**config.mk**
```make
export PLATFORM = sky130hd
export DESIGN_NAME = interrupt_vector_arbiter
export DESIGN_NICKNAME = d
export VERILOG_FILES = /design/src/common/vector_arbiter_pkg.sv /design/src/design/rank_encoder.sv /design/src/design/interrupt_vector_arbiter.sv
export SDC_FILE = /design/constraint.sdc
export NUM_CORES = 1
export LEC_CHECK = 0
export ABC_CLOCK_PERIOD_IN_PS = 1650
export BUFFER_PORTS_ARGS = -buffer_cell sky130_fd_sc_hd__buf_2
export CORE_MARGIN = 2
export CORE_UTILIZATION = 46
export CTS_BUF_LIST = sky130_fd_sc_hd__clkbuf_16
export DETAILED_ROUTE_END_ITERATION = 8
export PLACE_DENSITY = 0.78
export SYNTH_ARGS = -nofsm -noshare
export SYNTH_HDL_FRONTEND = slang
export SYNTH_SLANG_ARGS = --single-unit
```
**constraint.sdc**
```tcl
create_clock -name core_clk -period 1.65 [get_ports core_clk]
set_input_delay 0.4125 -clock core_clk [delete_from_list [all_inputs] [get_ports core_clk]]
set_output_delay 0.4125 -clock core_clk [all_outputs]
set_load 0.01 [all_outputs]
```
**src/common/vector_arbiter_pkg.sv**
```systemverilog
// constants shared by the interrupt vector arbiter and its priority encoder
// assumes one core clock domain; all core-side inputs are synchronous to it
package vector_arbiter_pkg;

  // ****************************************************************
  // vector table geometry
  // ****************************************************************
  localparam int PC_W = 15;                  // 32-kbyte program space
  localparam int NUM_RANKS = 16;             // table slots, two bytes each
  localparam int RANK_W = 4;
  localparam int NUM_MASKABLE = 12;          // wired maskable sources
  localparam logic [7:0] OFF_BASE = 8'hE0;   // default entry, lowest rank
  localparam logic [7:0] OFF_TRAP = 8'hFE;   // software trap, highest rank
  localparam logic [7:0] BLOCK_LAST = 8'hFF; // last byte of a 256-byte block

  // ****************************************************************
  // maskable source bit positions in the enable/pending vectors
  // ****************************************************************
  localparam int SRC_EXT_PIN = 11;           // external_irq_pin
  localparam int SRC_IDLE_TIMER = 10;        // idle_timer underflow
  localparam int SRC_T1A = 9;                // timer1_input_a / underflow
  localparam int SRC_T1B = 8;                // timer1_input_b
  localparam int SRC_SERIAL = 7;             // synchronous serial busy low
  localparam int SRC_UART_RX = 6;
  localparam int SRC_UART_TX = 5;
  localparam int SRC_T2A = 4;                // timer2_input_a / underflow
  localparam int SRC_T2B = 3;                // timer2_input_b
  localparam int SRC_T3A = 2;                // timer3_input_a / underflow
  localparam int SRC_T3B = 1;                // timer3_input_b
  localparam int SRC_PORT_WAKE = 0;          // port L edge wakeup

  // ****************************************************************
  // register map, byte addresses on the register bus
  // ****************************************************************
  localparam logic [7:0] ADDR_ENABLE = 8'h00;   // rw, source enables
  localparam logic [7:0] ADDR_STATUS = 8'h04;   // ro, live state
  localparam logic [7:0] ADDR_LAST = 8'h08;     // ro, last selection
  localparam logic [NUM_MASKABLE-1:0] ENABLE_RST = 12'h000;
  localparam int STAT_TRAP_BIT = 16;
  localparam int STAT_BUSY_BIT = 17;
  localparam int LAST_RANK_LSB = 8;
  localparam int LAST_TGT_LSB = 16;
  localparam logic [1:0] RESP_OKAY = 2'h0;
  localparam logic [1:0] RESP_SLVERR = 2'h2;

  // ****************************************************************
  // vector fetch sequencer
  // ****************************************************************
  typedef enum logic [1:0] {
    ST_IDLE = 2'h0,
    ST_HI = 2'h1,
    ST_LO = 2'h3,
    ST_LOAD = 2'h2
  } fetch_state_t;

endpackage : vector_arbiter_pkg

```
**src/design/rank_encoder.sv**
```systemverilog
// fixed-priority encoder: highest set bit of the active vector wins
// assumes bit 0 is the default slot, reported when nothing is active
module rank_encoder #(
  parameter int N = 16,
  parameter int W = 4
) (
  input wire logic [N-1:0] active,
  output logic [W-1:0] rank,
  output logic any
);

  // ascending scan so the last (highest) set bit overwrites lower ones
  always_comb begin
    rank = '0;
    any = 1'b0;
    for (int i = 0; i < N; i++) begin
      if (active[i]) begin
        rank = W'(i);
        any = 1'b1;
      end
    end
  end

endmodule : rank_encoder

```
**src/design/interrupt_vector_arbiter.sv**
```systemverilog
// vector-select arbitration and two-byte vector fetch for an 8-bit core
// assumes the core pulses vis_start in the first cycle of the instruction,
// program memory answers each read pulse with one rvalid pulse later on,
// and software reaches the enables over an AXI4-Lite slave port
import vector_arbiter_pkg::*;

// Operation
// - on vector-select, choose top enabled-and-pending source and jump through its vector
// - sixteen two-byte entries sit at the top of the instruction's 256-byte block
// - instruction at last byte of a block uses the next block's table
// - vector is 15 bits, high byte at lower address, low byte next
// - software trap ranks highest and always uses offsets FE and FF
// - lowest entry at E0/E1, each higher rank two bytes further up
// - nothing active selects default entry at offset E0
// - trap yields FE, external pin without trap yields FA, lower ranks smaller
// - top ranks: trap, reserved, pin, idle timer, timer1 a/b, serial, reserved
// - then uart rx, uart tx, timer2 a/b, timer3 a/b, port wakeup, default
// - selection uses sources as sampled in the instruction's first cycle
// - offset replaces only the low byte of the counter
// - read the two vector bytes and load them into the program counter
// - vector-select is a single-byte opcode, normally at or after 00FF
// - trap pending flag cleared by reset and by the clear-pending opcode
// - maskable source active only when its enable and pending are both set
// - software trap sets the trap pending flag to one
module interrupt_vector_arbiter (
  input wire logic core_clk,
  input wire logic rst_n,
  // register bus
  input wire logic [7:0] s_axi_awaddr,
  input wire logic s_axi_awvalid,
  output logic s_axi_awready,
  input wire logic [31:0] s_axi_wdata,
  input wire logic [3:0] s_axi_wstrb,
  input wire logic s_axi_wvalid,
  output logic s_axi_wready,
  output logic [1:0] s_axi_bresp,
  output logic s_axi_bvalid,
  input wire logic s_axi_bready,
  input wire logic [7:0] s_axi_araddr,
  input wire logic s_axi_arvalid,
  output logic s_axi_arready,
  output logic [31:0] s_axi_rdata,
  output logic [1:0] s_axi_rresp,
  output logic s_axi_rvalid,
  input wire logic s_axi_rready,
  // core side
  input wire logic vis_start,
  input wire logic [PC_W-1:0] vis_pc,
  input wire logic trap_opcode_exec,
  input wire logic clear_nmi_pending_opcode_exec,
  input wire logic [NUM_MASKABLE-1:0] irq_pending,
  output logic trap_pending_flag,
  output logic vis_busy,
  output logic [PC_W-1:0] vector_ptr,
  // program memory read port
  output logic mem_rd,
  output logic [PC_W-1:0] mem_addr,
  input wire logic [7:0] mem_rdata,
  input wire logic mem_rvalid,
  // program counter load
  output logic pc_load,
  output logic [PC_W-1:0] pc_value
);

  // ****************************************************************
  // declarations
  // ****************************************************************
  logic [NUM_MASKABLE-1:0] enable_q, enable_d;
  logic trap_q, trap_d;
  logic awready_q, awready_d;
  logic wready_q, wready_d;
  logic aw_got_q, aw_got_d;
  logic w_got_q, w_got_d;
  logic [7:0] waddr_q, waddr_d;
  logic [31:0] wdata_q, wdata_d;
  logic [3:0] wstrb_q, wstrb_d;
  logic bvalid_q, bvalid_d;
  logic [1:0] bresp_q, bresp_d;
  logic arready_q, arready_d;
  logic rvalid_q, rvalid_d;
  logic [31:0] rdata_q, rdata_d;
  logic [1:0] rresp_q, rresp_d;
  fetch_state_t state_q, state_d;
  logic [RANK_W-1:0] rank_q, rank_d;
  logic [PC_W-1:0] ptr_q, ptr_d;
  logic [7:0] hi_q, hi_d;
  logic mem_rd_q, mem_rd_d;
  logic [PC_W-1:0] mem_addr_q, mem_addr_d;
  logic pc_load_q, pc_load_d;
  logic [PC_W-1:0] pc_value_q, pc_value_d;
  logic busy_q, busy_d;
  logic [RANK_W-1:0] last_rank_q, last_rank_d;
  logic [7:0] last_off_q, last_off_d;
  logic [PC_W-1:0] last_tgt_q, last_tgt_d;
  logic [NUM_MASKABLE-1:0] act;
  logic [NUM_RANKS-1:0] active16;
  logic [RANK_W-1:0] enc_rank;
  logic [6:0] table_block;
  logic [7:0] sel_offset;

  // ****************************************************************
  // arbitration
  // ****************************************************************
  // the global enable plays no part here; the core gates entry itself
  assign act = enable_q & irq_pending;

  // reserved slots tied low, default slot left low so an empty set encodes 0
  assign active16 = {trap_q, 1'b0, act[SRC_EXT_PIN:SRC_SERIAL], 1'b0,
                     act[SRC_UART_RX:SRC_PORT_WAKE], 1'b0};

  rank_encoder #(
    .N(NUM_RANKS),
    .W(RANK_W)
  ) u_rank_encoder (
    .active(active16),
    .rank(enc_rank),
    .any()
  );

  // a vector-select at the last byte of a block points into the next block
  assign table_block = (vis_pc[7:0] == BLOCK_LAST) ? vis_pc[14:8] + 7'h01
                                                   : vis_pc[14:8];
  assign sel_offset = OFF_BASE + {3'h0, enc_rank, 1'b0};

  // ****************************************************************
  // trap pending flag
  // ****************************************************************
  // a trap in the same cycle as a clear leaves the flag set
  always_comb begin
    trap_d = trap_q;
    if (clear_nmi_pending_opcode_exec) begin
      trap_d = 1'b0;
    end
    if (trap_opcode_exec) begin
      trap_d = 1'b1;
    end
  end

  always_ff @(posedge core_clk or negedge rst_n) begin
    if (!rst_n) begin
      trap_q <= 1'b0;
    end else begin
      trap_q <= trap_d;
    end
  end

  // ****************************************************************
  // vector fetch sequencer
  // ****************************************************************
  // starts taken while a fetch runs are dropped; the core cannot issue them
  always_comb begin
    state_d = state_q;
    rank_d = rank_q;
    ptr_d = ptr_q;
    hi_d = hi_q;
    mem_rd_d = 1'b0;
    mem_addr_d = mem_addr_q;
    pc_load_d = 1'b0;
    pc_value_d = pc_value_q;
    last_rank_d = last_rank_q;
    last_off_d = last_off_q;
    last_tgt_d = last_tgt_q;
    unique case (state_q)
      ST_IDLE: begin
        if (vis_start) begin
          rank_d = enc_rank;
          ptr_d = {table_block, sel_offset};
          mem_rd_d = 1'b1;
          mem_addr_d = {table_block, sel_offset};
          state_d = ST_HI;
        end
      end
      ST_HI: begin
        if (mem_rvalid) begin
          hi_d = mem_rdata;
          mem_rd_d = 1'b1;
          mem_addr_d = {ptr_q[14:1], 1'b1};
          state_d = ST_LO;
        end
      end
      ST_LO: begin
        if (mem_rvalid) begin
          pc_value_d = {hi_q[6:0], mem_rdata};
          pc_load_d = 1'b1;
          state_d = ST_LOAD;
        end
      end
      ST_LOAD: begin
        last_rank_d = rank_q;
        last_off_d = ptr_q[7:0];
        last_tgt_d = pc_value_q;
        state_d = ST_IDLE;
      end
    endcase
    // busy is registered so the core sees a clean flop output, not a decode
    busy_d = (state_d != ST_IDLE);
  end

  always_ff @(posedge core_clk or negedge rst_n) begin
    if (!rst_n) begin
      state_q <= ST_IDLE;
      busy_q <= 1'b0;
      rank_q <= '0;
      ptr_q <= '0;
      hi_q <= 8'h00;
      mem_rd_q <= 1'b0;
      mem_addr_q <= '0;
      pc_load_q <= 1'b0;
      pc_value_q <= '0;
      last_rank_q <= '0;
      last_off_q <= OFF_BASE;
      last_tgt_q <= '0;
    end else begin
      state_q <= state_d;
      busy_q <= busy_d;
      rank_q <= rank_d;
      ptr_q <= ptr_d;
      hi_q <= hi_d;
      mem_rd_q <= mem_rd_d;
      mem_addr_q <= mem_addr_d;
      pc_load_q <= pc_load_d;
      pc_value_q <= pc_value_d;
      last_rank_q <= last_rank_d;
      last_off_q <= last_off_d;
      last_tgt_q <= last_tgt_d;
    end
  end

  // ****************************************************************
  // register bus, write side
  // ****************************************************************
  // address and data may arrive in either order; each is parked until
  // its partner shows up, then one response is raised
  always_comb begin
    aw_got_d = aw_got_q;
    w_got_d = w_got_q;
    waddr_d = waddr_q;
    wdata_d = wdata_q;
    wstrb_d = wstrb_q;
    bvalid_d = bvalid_q;
    bresp_d = bresp_q;
    enable_d = enable_q;
    if (s_axi_awvalid && awready_q) begin
      aw_got_d = 1'b1;
      waddr_d = s_axi_awaddr;
    end
    if (s_axi_wvalid && wready_q) begin
      w_got_d = 1'b1;
      wdata_d = s_axi_wdata;
      wstrb_d = s_axi_wstrb;
    end
    if (bvalid_q && s_axi_bready) begin
      bvalid_d = 1'b0;
    end
    if (aw_got_q && w_got_q && !bvalid_q) begin
      aw_got_d = 1'b0;
      w_got_d = 1'b0;
      bvalid_d = 1'b1;
      bresp_d = RESP_OKAY;
      unique case (waddr_q[7:2])
        ADDR_ENABLE[7:2]: begin
          if (wstrb_q[0]) begin
            enable_d[7:0] = wdata_q[7:0];
          end
          if (wstrb_q[1]) begin
            enable_d[11:8] = wdata_q[11:8];
          end
        end
        ADDR_STATUS[7:2], ADDR_LAST[7:2]: begin
          bresp_d = RESP_OKAY; // read-only, write ignored
        end
        default: begin
          bresp_d = RESP_SLVERR;
        end
      endcase
    end
    awready_d = !aw_got_d && !bvalid_d;
    wready_d = !w_got_d && !bvalid_d;
  end

  always_ff @(posedge core_clk or negedge rst_n) begin
    if (!rst_n) begin
      aw_got_q <= 1'b0;
      w_got_q <= 1'b0;
      waddr_q <= 8'h00;
      wdata_q <= 32'h00000000;
      wstrb_q <= 4'h0;
      bvalid_q <= 1'b0;
      bresp_q <= RESP_OKAY;
      enable_q <= ENABLE_RST;
      awready_q <= 1'b1;
      wready_q <= 1'b1;
    end else begin
      aw_got_q <= aw_got_d;
      w_got_q <= w_got_d;
      waddr_q <= waddr_d;
      wdata_q <= wdata_d;
      wstrb_q <= wstrb_d;
      bvalid_q <= bvalid_d;
      bresp_q <= bresp_d;
      enable_q <= enable_d;
      awready_q <= awready_d;
      wready_q <= wready_d;
    end
  end

  // ****************************************************************
  // register bus, read side
  // ****************************************************************
  // status is sampled at the address handshake, one cycle before rvalid
  always_comb begin
    rvalid_d = rvalid_q;
    rdata_d = rdata_q;
    rresp_d = rresp_q;
    if (rvalid_q && s_axi_rready) begin
      rvalid_d = 1'b0;
    end
    if (s_axi_arvalid && arready_q) begin
      rvalid_d = 1'b1;
      rdata_d = 32'h00000000;
      rresp_d = RESP_OKAY;
      unique case (s_axi_araddr[7:2])
        ADDR_ENABLE[7:2]: begin
          rdata_d[NUM_MASKABLE-1:0] = enable_q;
        end
        ADDR_STATUS[7:2]: begin
          rdata_d[NUM_MASKABLE-1:0] = irq_pending;
          rdata_d[STAT_TRAP_BIT] = trap_q;
          rdata_d[STAT_BUSY_BIT] = (state_q != ST_IDLE);
        end
        ADDR_LAST[7:2]: begin
          rdata_d[7:0] = last_off_q;
          rdata_d[LAST_RANK_LSB +: RANK_W] = last_rank_q;
          rdata_d[LAST_TGT_LSB +: PC_W] = last_tgt_q;
        end
        default: begin
          rresp_d = RESP_SLVERR;
        end
      endcase
    end
    arready_d = !rvalid_d;
  end

  always_ff @(posedge core_clk or negedge rst_n) begin
    if (!rst_n) begin
      rvalid_q <= 1'b0;
      rdata_q <= 32'h00000000;
      rresp_q <= RESP_OKAY;
      arready_q <= 1'b1;
    end else begin
      rvalid_q <= rvalid_d;
      rdata_q <= rdata_d;
      rresp_q <= rresp_d;
      arready_q <= arready_d;
    end
  end

  // ****************************************************************
  // outputs, all straight from flops
  // ****************************************************************
  assign s_axi_awready = awready_q;
  assign s_axi_wready = wready_q;
  assign s_axi_bvalid = bvalid_q;
  assign s_axi_bresp = bresp_q;
  assign s_axi_arready = arready_q;
  assign s_axi_rvalid = rvalid_q;
  assign s_axi_rdata = rdata_q;
  assign s_axi_rresp = rresp_q;
  assign trap_pending_flag = trap_q;
  assign vector_ptr = ptr_q;
  assign mem_rd = mem_rd_q;
  assign mem_addr = mem_addr_q;
  assign pc_load = pc_load_q;
  assign pc_value = pc_value_q;
  // busy covers the whole fetch so the core holds off its next vis_start
  assign vis_busy = busy_q;

endmodule : interrupt_vector_arbiter

```
Word level (Yosys, flattened, before mapping) --
Index checks and enable logic that the tools add are counted.
Cells by class: add/subtract/negate cells 2, $mul 0, divide/modulo/power cells 0, order comparisons 0, equality and inequality tests 10, shifts and indexed selects 0, multiplexer cells 40, bitwise logic cells 1, reduce and logical (&&, ||, !) cells 29
Operators with widths (number):
- case mux 12 bit (3 select lines) | 1
- two-way mux 15 bit | 2
- case mux 15 bit (2 select lines) | 1
- two-way mux 4 bit | 6
- two-way mux 1 bit | 14
- two-way mux 2 bit | 7
- two-way mux 13 bit | 1
- bitwise AND 12 bit | 1
- equality test 6 x 1 -> 1 bit (second input constant) | 2
- equality test 6 x 2 -> 1 bit (second input constant) | 2
- zero test 6 bit | 2
- two-way mux 3 bit | 4
- logical AND 1 bit | 9
- AND reduction 3 bit | 3
- equality test 8 bit (second input constant) | 1
- case mux 2 bit (4 select lines) | 1
- nonzero test 2 bit | 4
- adder 6 x 6 -> 7 bit (first input constant) | 1
- adder 7 x 1 -> 7 bit (second input constant) | 1
- two-way mux 7 bit | 1
- AND reduction 2 bit | 3
- OR reduction 3 bit | 2
- zero test 1 bit | 5
- equality test 2 bit (second input constant) | 2
- other kinds (5) | 6
Storage, ports and cells: register bits after elaboration 161, bits in latches 0, memory bits (writable) 0, memory bits (read-only) 0, bits of input ports 98, memories 0

Logic depth before layout (Yosys ltp) --
Gate-level depths: netlist of the first run.
depth in word-level cells 17, mapped depth 8, mapped depth without buffers 6

By module --
A second synthesis of the first run with hierarchy kept.
Unflattened totals: cell total of the unflattened synthesis 505, area total of the unflattened synthesis 6074.6 um2
By module, submodules not included:
- interrupt_vector_arbiter | times used 1, cells an instance 476, area an instance 5913.2 um2
- rank_encoder | times used 1, cells an instance 29, area an instance 161.4 um2

Least setup slack after synthesis of the first run --
No wires, ideal clock.
path kind register to register, start point register wready_q (netlist: s_axi_wready), end point register wdata_q[10], library setup time 0.125 ns, arrival 1.600 ns, required time 1.525 ns, path slack -0.075 ns, cell stages (with the launch flop) 5, path buffers 2, clock period less this slack 1.725 ns, cells stage by stage dfstp_2 and2_1 clkbuf_1 buf_1 mux2_2
Between the ends: word-level cells in the longest chain between the ends 1
RTL lines:
- from (decl) | RTL line interrupt_vector_arbiter.sv:71 | logic wready_q, wready_d;
- from (signal assigned) | RTL line interrupt_vector_arbiter.sv:303 | wready_q <= wready_d;
- logical AND 1 bit | RTL line interrupt_vector_arbiter.sv:247 | if (s_axi_wvalid && wready_q) begin
- to (signal assigned) | RTL line interrupt_vector_arbiter.sv:297 | wdata_q <= wdata_d;
- to (decl) | RTL line interrupt_vector_arbiter.sv:75 | logic [31:0] wdata_q, wdata_d;
No other way between the ends. A chain may end at the register's enable or synchronous reset.

Worst setup path after layout of the first run --
start point register waddr_q[5], end point register enable_q[7]
Between the ends: word-level cells in the longest chain between the ends 2
RTL lines:
- from (decl) | RTL line interrupt_vector_arbiter.sv:74 | logic [7:0] waddr_q, waddr_d;
- from (signal assigned) | RTL line interrupt_vector_arbiter.sv:296 | waddr_q <= waddr_d;
- zero test 6 bit | RTL line interrupt_vector_arbiter.sv:260 | unique case (waddr_q[7:2])
- AND reduction 3 bit (no line)
- to (signal assigned) | RTL line interrupt_vector_arbiter.sv:301 | enable_q <= enable_d;
- to (decl) | RTL line interrupt_vector_arbiter.sv:68 | logic [NUM_MASKABLE-1:0] enable_q, enable_d;
No other way between the ends.

==> results.cfg, run 1 <==
[worst_setup_path]
r2r_setup_slack_ns = -0.08
slowest_stage = or4_4
crit_type = reg -> reg
path_buf_inv = 0
crit_arrival_ns = 2.02
worst_setup_path_start_kind = flip-flop
crit_path_max_incr_delay_ns = 0.56
path_cells = or4_4 -> nor4_4 -> nand2_4 -> mux2_2
required_ns = 1.94
cp_max_fo = 8
cp_top_family = simple AND/OR/NAND/NOR gates
crit_path_end_kind = flip-flop

[power]
p_per_area_nw_per_um2 = 1780
clockPowerShare_pct = 26.0
p_leak_nw = 3.65
p_seq_share_pct = 42.8
irDropWorstVdd_mv = 0.911
power_frac_comb_pct = 31.3
p_switching_mw = 4.49
p_int_mw = 9.07
netSwitchingFraction_pct = 33.1
power_mw = 13.6

[clock_tree]
cts_sinks = 141
clkTransAtPathRegs_ns = 0.06
numCtsBuffers = 17
h-tree-depth = 4
cts_tree = built
root_buffer = clkbuf_16
clkLatencyLatePin_ns = 0.42
cts_buffer_depth = 2

[sta]
fmax_mhz = 578
whs_ns = 0.190
final-hold-violation-count = 0
finalWorstSetupSlack_ns = -0.0798
tns_ns = -0.797
clock_skew_ns = 0.0126
rsz0062_at_grt = yes
final-setup-viol-count = 12
drv_slew = 0
period_share_pct = 105
min_period_ns = 1.73

[hold_path]
hold_class = in -> reg

[logic_synthesis]
synth_top_area_share_pct = 57.6
synthSimpleGateAreaFrac_pct = 10.9
yosysSeqAreaShare_pct = 59.3
synth_top_area_cell = dfrtp_1
synth_xor_area_share_pct = 0.882
synth_top_flop_cell = dfrtp_1
ys_ff_latch = 141
synth_edf_count = 0
synth_warnings = 0
yosys-top-cells-area = dfrtp_1, mux2_2, nand2_1
synthAdderAreaFrac_pct = 0.210
synth_top_family_by_area = multiplexers
ys_types = 49
synth_compound_area_share_pct = 9.83
synthArstFlopShare_pct = 100
syn_area_um2 = 5960
netlist_instances = 517
synth.avg_cell_area_um2 = 11.5
synth.most_common_cell = dfrtp_1
synth.area.mux_share_pct = 14.3
synthTopCellsByCount = dfrtp_1, nand2_1, mux2_2, o21ai_0, nor2_1

[drt]
num_vias = 4461
first_pass_iters = 4
remaining_drc_errors = 0
via_per_inst = 5.10
drtAntennaViolNets = 0
first_iter_violations = 267
wl_per_cell_um = 15.7
wl_um = 13800

[global_routing]
grt_max_degree = 58
grt_pass1_wl_um = 22600
antenna_found_initial = 0
grt_pass1_vias = 4586
track_usage_pct = 20.6
grt_overflow = 0

[floorplan]
fp.coreArea_um2 = 12600
die_x_um = 118
die_y_um = 118
die_area_um2 = 13900
fp-row-count = 41
initial_core_util_pct = 47.2
ios = 188

[layout]
fin_nets = 789
diodes = 0
final_util_pct = 60.5
syn_to_final_growth_pct = 28.2
final_cells = 875
design_area_um2 = 7630
drive_above_1_share_pct = 42.1

[place]
port_buffers = 153
place_congestion = 0.815
post-place-ws_ns = -0.131
dp.cells = 841
dp.final_hpwl_um = 10400
placed_area_um2 = 7060

[status]
violations = negative setup slack
status = finished with violations

[job]
cap_violations = 0
[routing by layer]
metal	vias up	track usage (%)	share of wire (%)
li1	2124	-	-
met4	0	6.48	1.5
met5	-	0	0
met3	19	7.41	7.5
met1	2146	24.6	41
met2	172	34.8	50
[logic make-up after synthesis]
kind of cell / Yosys count
buffers and inverters: 55
adders and majority gates: 1
muxes: 76
and+or+nand+nor: 142
DFF: 141
AOI/OAI and AO/OA: 95
other: 1
xor gates and xnor gates: 6
[placed cells by master, fill, tap and decap left out, types with 5 or more instances in the layout]
cell       count
buf_2        152
dfrtp_1      137
nand2_1       76
mux2_2        74
o21ai_0       47
nor2_1        29
inv_1         23
buf_4         22
clkbuf_16     17
a221oi_1      11
nand3_1       10
a21oi_1        9
conb_1         8
nand4_1        6
buf_12         6
a31oi_1        5
xor2_1         5
[worst reg2reg max path, delay by kind of cell (launching register included)]
family	cells	cell delay, ns
multiplexers	1	0.30
AND/OR/NAND/NOR	3	0.93
flip-flops	1	0.38
[final cells by class]
type                       count  area, um2
clock buffer                  17        425
clock inverter                15        125
fill                        1036       4990
inverter                      20       75.1
multi-input combinational    328       2190
sequential                   141       3530
tap                          172        215
timing repair buffer         182       1070
[flip-flops by register name, indices dropped and copies added, names as in the netlist, 6 cells and up]
| register | cells |
|---|---|
| s_axi_rdata | 27 |
| last_tgt_q | 15 |
| pc_value | 15 |
| mem_addr | 13 |
| enable_q | 12 |
| wdata_q | 12 |
| vector_ptr | 9 |
| hi_q | 7 |
| waddr_q | 6 |
[worst paths after layout]
check / from / to / cells after the start
setup / recovery: waddr_q[5] / enable_q[7] / 4
hold / removal: trap_opcode_exec / trap_pending_flag / 2
setup reg to reg: waddr_q[5] / enable_q[7] / 4
hold reg to reg: aw_got_q / s_axi_awready / 1
max in group asynchronous: rst_n / last_off_q[6] / 3
min in group asynchronous: rst_n / s_axi_rdata[18] / 2
[power by group through the flow]
stage	clock, mW	combinational (mW)	sequential [mW]
after floorplan	0	2.34	5.89
after global placement	0	4.10	5.70
after detailed placement	0	4.24	5.83
after CTS	3.57	4.28	5.79
after global routing	3.73	4.68	5.99
final	3.52	4.24	5.80
[repair_timing]
item,4_1_cts,5_1_grt
setup endpoints to repair,12,12
pin swaps,0,1
gates resized for setup,0,2
hold buffers,1,0
cloned,0,0
hold endpoints to repair,31,0
buffers inserted,0,1
No activity file was read; power rests on OpenSTA's default activity.
==> run 2: changes to the inputs <==
Settings changed: BUFFER_PORTS_ARGS -buffer_cell sky130_fd_sc_hd__buf_2 to -buffer_cell sky130_fd_sc_hd__clkbuf_2.
==> results.cfg, run 2 (synthesized netlist as in run 1, its figures left out) <==
[global_routing]
grt_pass1_wl_um = 22700
grt_overflow = 0
track_usage_pct = 20.7
antenna_found_initial = 0
grt_pass1_vias = 4622
grt_max_degree = 54

[worst_setup_path]
r2r_setup_slack_ns = -0.09
worst_setup_path_start_kind = flip-flop
critPathLaunch = waddr_q[5]
crit_type = reg -> reg
crit_arrival_ns = 2.04
required_ns = 1.95
crit_path_end_kind = flip-flop
r2r_cells = 4
r2r_start = waddr_q[5]
cp_max_fo = 8
reg2reg_to = enable_q[1]
cp-endpoint = enable_q[1]

[power]
irDropWorstVdd_mv = 0.971
p_leak_nw = 3.67
p_per_area_nw_per_um2 = 1780
power_mw = 13.7

[layout]
final_util_pct = 60.7
layout_common_cells = clkbuf_2, dfrtp_1, nand2_1, mux2_2, o21ai_0
diodes = 0
largest_register_ffs = 27
nFillCells = 1053
final_common_cell = clkbuf_2
final_cells = 875
drive_above_1_share_pct = 42.4
syn_to_final_growth_pct = 28.6
fin_nets = 789

[drt]
first_pass_iters = 4
wl_um = 13800
drtAntennaViolNets = 0
via_per_inst = 5.15
first_iter_violations = 302
remaining_drc_errors = 0
num_vias = 4508
wl_per_cell_um = 15.7

[clock_tree]
numCtsBuffers = 17
clkTransAtPathRegs_ns = 0.06
h-tree-depth = 4
clkLatencyLatePin_ns = 0.42
cts_sinks = 141
cts_setup_buffers = 0
root_buffer = clkbuf_16
cts_tree = built
cts_buffer_depth = 2

[floorplan]
ios = 188
fp-row-count = 41
die_area_um2 = 13900
fp.coreArea_um2 = 12600
die_y_um = 118
die_x_um = 118
initial_core_util_pct = 47.2

[sta]
final-setup-viol-count = 12
drv_slew = 0
finalWorstSetupSlack_ns = -0.0873
clock_skew_ns = 0.0109
rsz0062_at_grt = yes
final-hold-violation-count = 0
fmax_mhz = 576
period_share_pct = 105
min_period_ns = 1.74

[place]
dp.final_hpwl_um = 10400
port_buffers = 153
place_congestion = 0.839
dp.cells = 842

[status]
status = finished with violations
violations = negative setup slack

[job]
cap_violations = 0

[hold_path]
hold_class = in -> reg
run 2: what timing repair did:
action / 4_1_cts / 5_1_grt
gates cloned: 0 / 0
hold endpoints to repair: 26 / 0
pin swaps: 0 / 3
hold buffers: 1 / 0
gates resized for setup: 0 / 3
setup endpoints to repair: 12 / 27
run 2: report_power, final:
part	internal (mW)	switching (mW)	total, mW
Combinational	2.11	2.10	4.21
Clock	2.21	1.45	3.66
Sequential	4.87	0.924	5.79
Total	9.19	4.47	13.7
run 2: worst min-delay path by stage:
stage | endpoint | cells past startpoint | start
2_1_floorplan | aw_got_q | 0 | rst_n
3_3_place_gp | s_axi_rvalid | 1 | rst_n
3_5_place_dp | last_tgt_q[7] | 1 | rst_n
4_1_cts | s_axi_awready | 2 | s_axi_awvalid
5_1_grt | trap_pending_flag | 2 | trap_opcode_exec
6_report | trap_pending_flag | 2 | trap_opcode_exec
run 2: critical path, cell delays in order (launching register included):
cell,delay (ns)
dfrtp_1,0.37
or4_4,0.56
nor4_4,0.24
nand2_4,0.15
mux2_2,0.30
run 2: metal layers:
layer  track usage [%]  share of wire, %
met5                 0                 0
met4              9.71               3.3
met3              8.14               8.0
met2              33.8                49
met1              23.9                40
run 2: area by class of cell:
class	instances	area (um2)	area share, %
inverter	20	75.1	0.980
timing repair buffer	182	1070	13.9
tap	172	215	2.81
multi-input combinational	328	2190	28.7
clock buffer	17	425	5.55
sequential	141	3530	46.1
clock inverter	15	148	1.93
run 2: per-stage QoR:
step	cell area, um2	hold WS (ns)	setup WS (ns)	TNS (ns)
after detailed placement	7070	0.311	-0.128	-3.42
final	7660	0.177	-0.0873	-0.896
after global routing	7660	0.174	-0.196	-2.22
after global placement	7070	0.306	-0.0790	-2.15
after CTS	7650	0.168	-0.117	-1.15
after floorplan	5980	0.117	-0.0292	-0.0308
==> run 3: changes to the inputs <==
Settings changed: MAX_ROUTING_LAYER set to met4.
==> results.cfg, run 3 (synthesized netlist as in run 1, its figures left out) <==
[status]
status = finished with violations
violations = negative setup slack

[global_routing]
grt_overflow = 0
grt_pass1_vias = 4621
antenna_found_initial = 0
grt_pass1_wl_um = 22700
track_usage_pct = 21.3
grt_max_degree = 54

[place]
place_congestion = 0.853
post-place-ws_ns = -0.128
port_buffers = 153
placed_area_um2 = 7070
dp.final_hpwl_um = 10400

[floorplan]
initial_core_util_pct = 47.2
die_x_um = 118
ios = 188
die_y_um = 118
die_area_um2 = 13900
fp-row-count = 41
fp.coreArea_um2 = 12600

[worst_setup_path]
reg2reg_to = enable_q[1]
cp_top_family = simple AND/OR/NAND/NOR gates
cp-endpoint = enable_q[1]
r2r_setup_slack_ns = -0.09
crit_arrival_ns = 2.04
cp_max_fo = 8
crit_cells = 4
r2r_cells = 4
path_buf_inv = 0
crit_type = reg -> reg
crit_path_end_kind = flip-flop
r2r_start = waddr_q[5]
path_cells = or4_4 -> nor4_4 -> nand2_4 -> mux2_2
crit_path_max_incr_delay_ns = 0.56
worst_setup_path_start_kind = flip-flop
critPathLaunch = waddr_q[5]
required_ns = 1.95
slowest_stage = or4_4

[clock_tree]
clkLatencyLatePin_ns = 0.42
root_buffer = clkbuf_16
clkTransAtPathRegs_ns = 0.06
h-tree-depth = 4
cts_tree = built
cts_buffer_depth = 2
cts_sinks = 141
cts_setup_buffers = 0
numCtsBuffers = 17

[power]
power_frac_comb_pct = 30.8
netSwitchingFraction_pct = 32.8
p_per_area_nw_per_um2 = 1790
p_leak_nw = 3.67
p_int_mw = 9.19
p_switching_mw = 4.48
clockPowerShare_pct = 26.8
irDropWorstVdd_mv = 0.972
p_seq_share_pct = 42.4

[drt]
remaining_drc_errors = 0
first_iter_violations = 326
wl_per_cell_um = 15.7
wl_um = 13700
via_per_inst = 5.11
first_pass_iters = 4
num_vias = 4475
drtAntennaViolNets = 0

[layout]
nFillCells = 1053
final_util_pct = 60.7
largest_register_ffs = 27
regArea_um2 = 3530
final_common_cell = clkbuf_2
diodes = 0
multi_input_area_um2 = 2190
fin_nets = 789
design_area_um2 = 7660
layout_common_cells = clkbuf_2, dfrtp_1, nand2_1, mux2_2, o21ai_0
syn_to_final_growth_pct = 28.6
drive_above_1_share_pct = 42.4

[hold_path]
min_path_cells = 2
hold_class = in -> reg

[job]
cap_violations = 0

[sta]
final-hold-violation-count = 0
final-setup-viol-count = 12
clock_skew_ns = 0.00791
period_share_pct = 106
fmax_mhz = 574
min_period_ns = 1.74
drv_slew = 0
tns_ns = -0.927
finalWorstSetupSlack_ns = -0.0911
rsz0062_at_grt = yes
==> run 3: layer usage <==
metal | up-vias | share of wire, % | track usage, %
met5 | - | 0 | -
met4 | 0 | 3.3 | 9.49
met3 | 32 | 8.2 | 7.80
met2 | 164 | 49 | 33.8
met1 | 2155 | 40 | 24.4
li1 | 2124 | - | -
==> run 3: layout make-up <==
| class | instances | share of cell area [%] |
|---|---|---|
| inverter | 20 | 0.980 |
| sequential | 141 | 46.1 |
| tap | 172 | 2.81 |
| clock inverter | 15 | 1.93 |
| timing repair buffer | 182 | 13.9 |
| multi-input combinational | 328 | 28.7 |
| clock buffer | 17 | 5.55 |
==> run 3: how the worst min path moves through the flow <==
stage                      from                 to  slack (ns)
3_3_place_gp              rst_n       s_axi_rvalid        0.31
3_5_place_dp              rst_n      last_tgt_q[7]        0.31
4_1_cts           s_axi_awvalid      s_axi_awready        0.17
2_1_floorplan             rst_n           aw_got_q        0.12
6_report       trap_opcode_exec  trap_pending_flag        0.18
5_1_grt        trap_opcode_exec  trap_pending_flag        0.17
==> run 3: timing repair <==
action                                  4_1_cts  5_1_grt
hold buffers                                  1        0
pin swaps                                     0        3
endpoints found under the setup margin       12       27
cloned                                        0        0
endpoints found under the hold margin        26        0
gates resized for setup                       0        3
==> run 3: through the flow <==
stage | power (mW) | hold slack, ns | cells
2_1_floorplan | 8.23 | 0.117 | 524
3_3_place_gp | 9.80 | 0.306 | 842
3_5_place_dp | 10.1 | 0.311 | 842
4_1_cts | 13.8 | 0.168 | 875
5_1_grt | 14.5 | 0.173 | 875
6_report | 13.7 | 0.177 | 875
==> run 3: power groups by stage <==
stage	Combinational, mW	Sequential, mW	Clock, mW
final	4.21	5.79	3.67
after global routing	4.65	6.00	3.89
after CTS	4.26	5.79	3.74
after detailed placement	4.23	5.83	0
after global placement	4.08	5.73	0
after floorplan	2.34	5.89	0
